**src/crc_engine_defs.svh**
```systemverilog
// Purpose: constants for the checksum engine
// Assumes: included by bare name
// Notes:   field positions refer to the setup control word, except the slot bits of the snooped address
`ifndef CRC_ENGINE_DEFS_SVH
`define CRC_ENGINE_DEFS_SVH

`define CRC_POLY32       32'h04C11DB7
`define CRC_SEED_RESET   32'hFFFFFFFF
`define CRC_POLY16_RESET 16'h1021
`define CTL_RESET        16'h0001

// setup control word fields
`define CTL_WIDE         0
`define CTL_BITREV_IN    1
`define CTL_BYTESWAP     2
`define CTL_RESREV_LSB   3
`define CTL_RESREV_MSB   4
`define CTL_SNOOP_EN     5
`define CTL_SNOOP_WR     6
`define CTL_SNOOP_RD     7
`define CTL_SLOT_LSB     8
`define CTL_SLOT_MSB     15

// block size codes
`define BLK_8            2'h0
`define BLK_16           2'h1
`define BLK_32           2'h2

// result reversal codes
`define RESREV_NONE      2'h0
`define RESREV_WORD      2'h1
`define RESREV_HALF      2'h2

// peripheral slot select in the snooped address
`define SLOT_ADDR_LSB    12
`define SLOT_ADDR_MSB    19

`endif

```
**src/crc_engine_pkg.sv**
```systemverilog
// Purpose: shared types of the checksum engine
// Assumes: nothing
// Notes:   numeric constants live in crc_engine_defs.svh
package crc_engine_pkg;
  typedef logic [1:0]  blk_size_t;
  typedef logic [1:0]  res_rev_t;
  typedef logic [31:0] word_t;

  typedef struct packed {
    blk_size_t size;
    word_t     data;
  } item_t;
endpackage : crc_engine_pkg

```
**src/crc_stream_if.sv**
```systemverilog
// Purpose: valid/ready stream of data items between engine stages
// Assumes: one clock domain
// Notes:   a transfer happens when valid and ready are both high
`timescale 1ns/100ps
interface crc_stream_if;
  logic                  valid;
  logic                  ready;
  crc_engine_pkg::item_t item;

  modport src (output valid, output item, input ready);
  modport snk (input valid, input item, output ready);
endinterface : crc_stream_if

```
**src/crc_buffer2.sv**
```systemverilog
// Purpose: two-entry buffer with valid/ready on both sides
// Assumes: single clock, asynchronous active-low reset
// Notes:   full ready without a combinational path from the drain side
`timescale 1ns/100ps
module crc_buffer2 (
  input wire logic clk,        // clock
  input wire logic resetn,     // async reset, active low
  crc_stream_if.snk inPort,    // fill side
  crc_stream_if.src outPort    // drain side
);
  crc_engine_pkg::item_t slot_reg [0:1];
  logic                  wrPtr_reg;
  logic                  rdPtr_reg;
  logic [1:0]            count_reg;
  wire                   doPush;
  wire                   doPop;

  assign inPort.ready  = (count_reg != 2'h2);
  assign outPort.valid = (count_reg != 2'h0);
  assign outPort.item  = slot_reg[rdPtr_reg];
  assign doPush        = inPort.valid & inPort.ready;
  assign doPop         = outPort.valid & outPort.ready;

  always_ff @(posedge clk or negedge resetn) begin
    if (!resetn) begin
      wrPtr_reg <= 1'b0;
      rdPtr_reg <= 1'b0;
      count_reg <= 2'h0;
      slot_reg[0] <= '0;
      slot_reg[1] <= '0;
    end else begin
      if (doPush) begin
        slot_reg[wrPtr_reg] <= inPort.item;
        wrPtr_reg           <= ~wrPtr_reg;
      end
      if (doPop) begin
        rdPtr_reg <= ~rdPtr_reg;
      end
      count_reg <= count_reg + {1'b0, doPush} - {1'b0, doPop};
    end
  end
endmodule : crc_buffer2

```
**src/crc_engine.sv**
```systemverilog
// Purpose: 16/32-bit checksum engine fed by firmware, DMA or bus snooping
// Assumes: runs on the peripheral bus clock; snooped bus is on the same clock
// Notes:
// Notes on behaviour
// - Wide mode uses the fixed polynomial 04C11DB7, not changeable by software.
// - Narrow mode uses a software-written 16-bit polynomial.
// - Every word written into the input port is folded into the checksum.
// - With snooping on, selected peripheral bus writes or reads are folded in unless the buffer is full.
// - Optional bit reversal inside each byte of incoming data.
// - Optional byte order reversal of each incoming word.
// - Result optionally bit reversed over the word or within each half-word.
// - One setup strobe loads the control word and the seed together; the narrow polynomial has its own write.
// - A block of 32, 16 or 8 bits is processed in one cycle, unrolled.
// - One 32-bit word per clock can be sustained.
// - DMA writes are accepted as input data, behind firmware and snooped words.
`timescale 1ns/100ps
`include "crc_engine_defs.svh"
module crc_engine (
  input  wire logic                        clk,          // peripheral bus clock
  input  wire logic                        resetn,       // async reset, active low
  input  wire logic                        setupValid,   // one-cycle setup strobe
  input  wire logic [15:0]                 setupCtrl,    // control word
  input  wire logic [31:0]                 setupSeed,    // seed of the remainder
  input  wire logic                        polyValid,    // one-cycle polynomial write
  input  wire logic [15:0]                 polyWord,     // narrow-mode polynomial
  input  wire logic                        fwValid,      // firmware data write
  input  wire crc_engine_pkg::item_t       fwItem,       // firmware data and size
  output wire logic                        fwReady,      // firmware write taken
  input  wire logic                        dmaValid,     // dma data write
  input  wire logic [31:0]                 dmaData,      // dma data word
  output wire logic                        dmaReady,     // dma write taken
  input  wire logic                        snoopSel,     // observed bus select
  input  wire logic                        snoopEnable,  // observed bus enable
  input  wire logic                        snoopReady,   // observed bus ready
  input  wire logic                        snoopWrite,   // observed bus direction
  input  wire logic [31:0]                 snoopAddr,    // observed bus address
  input  wire logic [31:0]                 snoopWdata,   // observed write data
  input  wire logic [31:0]                 snoopRdata,   // observed read data
  output logic      [31:0]                 result,       // checksum as presented
  output logic      [15:0]                 ctrlState,    // current control word
  output logic                             busy,         // buffered data pending
  output logic                             snoopLost     // pulse: snooped word dropped
);
  logic [31:0] crc_reg;
  logic [31:0] crc_next;
  logic [15:0] ctrl_reg;
  logic [15:0] poly_reg;
  logic        lost_reg;

  crc_stream_if fillIf ();
  crc_stream_if drainIf ();

  crc_buffer2 u_buffer (
    .clk     (clk),
    .resetn  (resetn),
    .inPort  (fillIf),
    .outPort (drainIf)
  );

  wire       wide     = ctrl_reg[`CTL_WIDE];
  wire       bitRevIn = ctrl_reg[`CTL_BITREV_IN];
  wire       byteSwap = ctrl_reg[`CTL_BYTESWAP];
  wire [1:0] resRev   = ctrl_reg[`CTL_RESREV_MSB:`CTL_RESREV_LSB];
  wire [7:0] slotSel  = ctrl_reg[`CTL_SLOT_MSB:`CTL_SLOT_LSB];

  // snoop: completed access phase to the selected peripheral slot
  wire slotHit  = (snoopAddr[`SLOT_ADDR_MSB:`SLOT_ADDR_LSB] == slotSel);
  wire dirHit   = snoopWrite ? ctrl_reg[`CTL_SNOOP_WR] : ctrl_reg[`CTL_SNOOP_RD];
  wire snoopHit = ctrl_reg[`CTL_SNOOP_EN] & snoopSel & snoopEnable & snoopReady
                  & slotHit & dirHit;
  wire [31:0] snoopWord = snoopWrite ? snoopWdata : snoopRdata;

  // the bus cannot be stalled, so snooped words win the buffer's fill side
  assign fwReady  = fillIf.ready & ~snoopHit;
  assign dmaReady = fillIf.ready & ~snoopHit & ~fwValid;
  assign fillIf.valid = snoopHit | fwValid | dmaValid;
  assign fillIf.item  = snoopHit ? crc_engine_pkg::item_t'{size: `BLK_32, data: snoopWord}
                      : fwValid  ? fwItem
                      : crc_engine_pkg::item_t'{size: `BLK_32, data: dmaData};

  // setup stalls the drain so no word mixes with the old configuration
  assign drainIf.ready = ~setupValid & ~polyValid;

  wire        drainFire = drainIf.valid & drainIf.ready;
  wire [1:0]  blkSize   = drainIf.item.size;
  wire [31:0] rawData   = drainIf.item.data;

  // byte swap acts only on the bytes that belong to the block
  function automatic logic [31:0] swapBytes(input logic [31:0] d, input logic [1:0] sz);
    logic [31:0] r;
    r = d;
    if (sz == `BLK_32) begin
      r = {d[7:0], d[15:8], d[23:16], d[31:24]};
    end else if (sz == `BLK_16) begin
      r = {16'h0000, d[7:0], d[15:8]};
    end
    return r;
  endfunction : swapBytes

  function automatic logic [31:0] revInBytes(input logic [31:0] d);
    logic [31:0] r;
    r = '0;
    for (int b = 0; b < 4; b++) begin
      for (int i = 0; i < 8; i++) begin
        r[8*b+i] = d[8*b+7-i];
      end
    end
    return r;
  endfunction : revInBytes

  // unrolled: every bit of the block is folded in within one cycle
  function automatic logic [31:0] crcFold(input logic [31:0] c, input logic [31:0] d,
                                          input logic [1:0] sz, input logic w,
                                          input logic [15:0] p16);
    logic [31:0] r;
    logic        fb;
    logic [5:0]  nb;
    r  = c;
    fb = 1'b0;
    nb = (sz == `BLK_32) ? 6'h20 : (sz == `BLK_16) ? 6'h10 : 6'h08;
    for (int i = 31; i >= 0; i--) begin
      if (6'(i) < nb) begin
        fb = d[i] ^ (w ? r[31] : r[15]);
        r  = {r[30:0], 1'b0};
        if (fb) begin
          r = r ^ (w ? `CRC_POLY32 : {16'h0000, p16});
        end
        if (!w) begin
          r[31:16] = 16'h0000;
        end
      end
    end
    return r;
  endfunction : crcFold

  wire [31:0] swapped = byteSwap ? swapBytes(rawData, blkSize) : rawData;
  wire [31:0] ordered = bitRevIn ? revInBytes(swapped) : swapped;

  always_comb begin
    crc_next = crc_reg;
    if (setupValid) begin
      crc_next = setupCtrl[`CTL_WIDE] ? setupSeed : {16'h0000, setupSeed[15:0]};
    end else if (drainFire) begin
      crc_next = crcFold(crc_reg, ordered, blkSize, wide, poly_reg);
    end
  end

  // result view applies the selected bit reversal to the remainder; reading it has no side effect
  function automatic logic [31:0] viewResult(input logic [31:0] c, input logic [1:0] m);
    logic [31:0] r;
    r = c;
    if (m == `RESREV_WORD) begin
      for (int i = 0; i < 32; i++) begin
        r[i] = c[31-i];
      end
    end else if (m == `RESREV_HALF) begin
      for (int i = 0; i < 16; i++) begin
        r[i]    = c[15-i];
        r[16+i] = c[31-i];
      end
    end
    return r;
  endfunction : viewResult

  wire [15:0] ctrl_next = setupValid ? setupCtrl : ctrl_reg;
  wire [1:0]  rev_next  = ctrl_next[`CTL_RESREV_MSB:`CTL_RESREV_LSB];

  always_ff @(posedge clk or negedge resetn) begin
    if (!resetn) begin
      crc_reg  <= `CRC_SEED_RESET;
      ctrl_reg <= `CTL_RESET;
      poly_reg <= `CRC_POLY16_RESET;
      lost_reg <= 1'b0;
      result   <= `CRC_SEED_RESET;
    end else begin
      crc_reg  <= crc_next;
      ctrl_reg <= ctrl_next;
      lost_reg <= snoopHit & ~fillIf.ready;
      result   <= viewResult(crc_next, rev_next);
      if (polyValid) begin
        poly_reg <= polyWord;
      end
    end
  end

  assign ctrlState = ctrl_reg;
  assign busy      = drainIf.valid;
  assign snoopLost = lost_reg;
endmodule : crc_engine

```
**config.mk**
```make
export PLATFORM = sky130hd
export DESIGN_NAME = crc_engine
export DESIGN_NICKNAME = d
export VERILOG_FILES = /design/src/crc_engine_pkg.sv /design/src/crc_stream_if.sv /design/src/crc_buffer2.sv /design/src/crc_engine.sv
export VERILOG_INCLUDE_DIRS = /design/src
export SDC_FILE = /design/constraint.sdc
export NUM_CORES = 1
export LEC_CHECK = 0
export BUFFER_PORTS_ARGS = -buffer_cell sky130_fd_sc_hd__buf_4
export CAP_MARGIN = 25
export CORE_ASPECT_RATIO = 0.9
export CORE_MARGIN = 2
export CORE_UTILIZATION = 45
export DETAILED_ROUTE_END_ITERATION = 16
export PLACE_DENSITY = 0.65
export RECOVER_POWER = 50
export SLEW_MARGIN = 20
export SYNTH_ARGS = -nofsm -noshare
export SYNTH_HDL_FRONTEND = slang
export SYNTH_HIERARCHICAL = 1
export SYNTH_SLANG_ARGS = --single-unit
```
**constraint.sdc**
```tcl
create_clock -name clk -period 22.2 [get_ports clk]
set_clock_uncertainty 0.2 [all_clocks]
set_input_delay 3.33 -clock clk [delete_from_list [all_inputs] [get_ports clk]]
set_output_delay 3.33 -clock clk [all_outputs]
set_load 0.005 [all_outputs]
```
==> impl_metrics.sql <==
INSERT INTO impl_metrics (metric_group, metric, value, unit) VALUES
('run_status', 'outcome', 'complete, but fails checks', ''),
('run_status', 'violated_checks', 'max-capacitance violations, max-slew violations', ''),
('global_route', 'grt.met1_usage', '0.476', ''),
('layout', 'layout.cells.most_common_list', 'sky130_fd_sc_hd__xnor2_1, sky130_fd_sc_hd__nor2_1, sky130_fd_sc_hd__buf_4', ''),
('global_route', 'grt_util_all_layers', '0.331', ''),
('floorplanning', 'die_height', '224', 'µm'),
('worst_setup_path', 'crit_slowest_cell', 'sky130_fd_sc_hd__or4_4', ''),
('timing', 'layout_min_cycle_time', '21500', 'ps'),
('synthesis', 'synth_cell_type_count', '114', ''),
('global_route', 'grtUsageMet3', '0.0607', ''),
('synthesis', 'synth_fp_nets', '3392', ''),
('worst_setup_path', 'r2r_cells', '72', ''),
('cts', 'clk_latency', '490', 'ps'),
('layout', 'final_cell_count_no_fill', '4015', ''),
('drt', 'drt_first_iter_violations', '3106', ''),
('synthesis', 'synth-edff-count', '0', ''),
('layout', 'largest_reg_flops', '68', ''),
('drt', 'drt-total-wl', '94.0', 'mm'),
('drt', 'routed_wl_per_cell', '23.4', 'µm'),
('synthesis', 'synth.avg_cell_area', '7.67', 'µm²'),
('cts', 'cts_tree', 'built', ''),
('layout', 'layout.cells.most_common', 'sky130_fd_sc_hd__xnor2_1', ''),
('drt', 'routed-via-count', '25024', ''),
('synthesis', 'yosysSeqAreaShare', '0.178', ''),
('synthesis', 'ys_dominant_reg_cell', 'sky130_fd_sc_hd__dfrtp_1', ''),
('worst_hold_path', 'hold_path_startpoint', 'u_buffer/wrPtr_reg$_DFFE_PN0N_', ''),
('timing', 'timing.final.max_slew_violations', '172', ''),
('timing', 'clock.fmax', '46.5', 'MHz'),
('timing', 'worst_hold_slack', '286', 'ps'),
('worst_setup_path', 'critical_path.most_common_cell', 'sky130_fd_sc_hd__xnor2_1', ''),
('worst_setup_path', 'crit_path_start_kind', 'flop', ''),
('timing', 'max_slew.worst_pin.slew', '4670', 'ps'),
('synthesis', 'synthArstFlopShare', '1.00', ''),
('global_route', 'met2_usage', '0.496', ''),
('cts', 'cts.reportedPaths.clkPinSlew', '80', 'ps'),
('timing', 'final_report_setup_violation_count', '0', ''),
('drt', 'final_antenna_net_count', '0', ''),
('floorplanning', 'effective_utilization_at_floorplan', '0.456', ''),
('worst_setup_path', 'timing.critical_path.max_delay_family', 'compound AO/OA/AOI/OAI gates', ''),
('global_route', 'number_of_global_route_vias_before_repair', '23413', ''),
('synthesis', 'netlist_area', '0.0242', 'mm²'),
('layout', 'filler_cell_count', '5058', ''),
('layout', 'post_route_cells_drive_above_1_share', '0.228', ''),
('layout', 'n_antenna_cell', '0', ''),
('floorplanning', 'floorplan.die.width', '248', 'µm'),
('worst_setup_path', 'cp_max_fo', '18', ''),
('timing', 'final.period_utilization', '0.969', ''),
('layout', 'multi_input_comb_area', '0.0191', 'mm²'),
('placement', 'place.detailed.hpwl', '70.5', 'mm'),
('floorplanning', 'num_rows', '80', ''),
('layout', 'final-seq-area', '0.00432', 'mm²'),
('drt', 'drt_pass_1_iters', '6', ''),
('global_route', 'grt_first_pass_wirelength', '142', 'mm'),
('placement', 'place.port_buffers', '263', ''),
('worst_setup_path', 'cp.buffers_inverters', '3', ''),
('worst_hold_path', 'hold_depth', '1', ''),
('synthesis', 'netlist.area_leader.share', '0.183', ''),
('worst_setup_path', 'worst_setup_path_end_kind', 'flop', ''),
('global_route', 'grt_start_max_net_pins', '88', ''),
('worst_setup_path', 'worstSetupPathType', 'flop to flop', ''),
('run', 'max-cap-violations', '2', ''),
('placement', 'gp_routability_congestion', '0.996', ''),
('drt', 'drcViolationCount', '0', ''),
('worst_setup_path', 'r2r-start', 'u_buffer/rdPtr_reg$_DFFE_PN0P_', ''),
('cts', 'cts_num_sinks', '169', ''),
('floorplanning', 'core_area', '0.0531', 'mm²'),
('worst_hold_path', 'worst_hold_path.endpoint', 'u_buffer/wrPtr_reg$_DFFE_PN0N_', ''),
('global_route', 'globalRoute.busiestLayer', 'met2', ''),
('cts', 'cts_htree_levels', '4', ''),
('worst_setup_path', 'worst-r2r-setup-slack', '700', 'ps'),
('worst_setup_path', 'timing.rr.end', 'result[9]$_DFF_PN1_', '');
==> layout make-up <==
| cell class | instances | area share |
|---|---|---|
| clock inverters | 14 | 0.00563 |
| multi-input cells | 2715 | 0.687 |
| clock buffers | 18 | 0.0154 |
| inverters | 29 | 0.00392 |
| well taps | 697 | 0.0314 |
| repair buffers | 373 | 0.101 |
| flip-flops and latches | 169 | 0.155 |
==> what timing repair did <==
action | CTS | global route
setup buffers | 0 | 9
setup endpoints to repair | 42 | 55
pin swaps | 1 | 5
endpoints found under the hold margin | 0 | 0
gates resized for setup | 7 | 63
gates cloned | 0 | 0
==> synth_stat cells (23+ instances only) <==
cell                       count
sky130_fd_sc_hd__nand4_1      23
sky130_fd_sc_hd__dfstp_2      68
sky130_fd_sc_hd__xor2_1       69
sky130_fd_sc_hd__inv_1        25
sky130_fd_sc_hd__clkbuf_1    176
sky130_fd_sc_hd__nor3_1       64
sky130_fd_sc_hd__mux2i_1     107
sky130_fd_sc_hd__o21ai_0      76
sky130_fd_sc_hd__and3_1       35
sky130_fd_sc_hd__a211oi_1     58
sky130_fd_sc_hd__mux2_2       86
sky130_fd_sc_hd__mux2_4       61
sky130_fd_sc_hd__a21oi_1     176
sky130_fd_sc_hd__xnor2_1     504
sky130_fd_sc_hd__dfrtp_1     101
sky130_fd_sc_hd__nand2_1     342
sky130_fd_sc_hd__nand3_1      58
sky130_fd_sc_hd__nor2_1      434
sky130_fd_sc_hd__nor4_1       31
sky130_fd_sc_hd__o211ai_1     29
sky130_fd_sc_hd__nor2b_1      61
sky130_fd_sc_hd__a31oi_1      42
sky130_fd_sc_hd__and2_1       27
sky130_fd_sc_hd__buf_1        30
sky130_fd_sc_hd__a22oi_1      43
==> how the worst max path moves through the flow <==
| stage | from | end | cells after the start |
|---|---|---|---|
| after floorplan | u_buffer/rdPtr_reg$_DFFE_PN0P_ | result[2]$_DFF_PN1_ | 77 |
| after global placement | u_buffer/rdPtr_reg$_DFFE_PN0P_ | result[15]$_DFF_PN1_ | 69 |
| after detailed placement | u_buffer/rdPtr_reg$_DFFE_PN0P_ | result[0]$_DFF_PN1_ | 69 |
| after CTS | u_buffer/rdPtr_reg$_DFFE_PN0P_ | result[2]$_DFF_PN1_ | 70 |
| after global routing | u_buffer/rdPtr_reg$_DFFE_PN0P_ | result[3]$_DFF_PN1_ | 73 |
| final | u_buffer/rdPtr_reg$_DFFE_PN0P_ | result[9]$_DFF_PN1_ | 72 |
==> through the flow <==
| stage | worst slack [ps] | utilization | instance area, µm² |
|---|---|---|---|
| after global placement | 79.9 | 0.505 | 26800 |
| after CTS | 77.1 | 0.517 | 27400 |
| after floorplan | 2350 | - | 24200 |
| final | 696 | 0.524 | 27800 |
| after global routing | -25.7 | 0.524 | 27800 |
| after detailed placement | -478 | 0.505 | 26800 |
==> logic make-up (layout without fill, tap and decap cells) <==
family          Yosys count  after routing  synth area share
simple gates           1181           1181             0.226
compound gates          676            676             0.194
xor+xnor                595            595             0.225
buf+inv                 268            434            0.0487
mux                     259            259             0.125
flops                   169            169             0.178
fa+ha+maj                 4              4           0.00207
==> worst reg2reg max path, delay by kind of cell, from the launching register on <==
kind | cells | cell delay (ps)
muxes | 9 | 3140
AOI/OAI and AO/OA | 28 | 7850
and+or+nand+nor | 20 | 5800
DFF | 1 | 430
adders and majority gates | 1 | 230
buffers and inverters | 3 | 750
xor gates and xnor gates | 11 | 3050
==> per-layer routing <==
layer / wire length, µm / share of wire
met3: 10100 / 0.11
met2: 40700 / 0.43
met1: 40000 / 0.43
met4: 3130 / 0.033
met5: 0 / 0
Power is not shown: default switching activity piles up to over one toggle a cycle in this logic, so the estimate is an artifact.
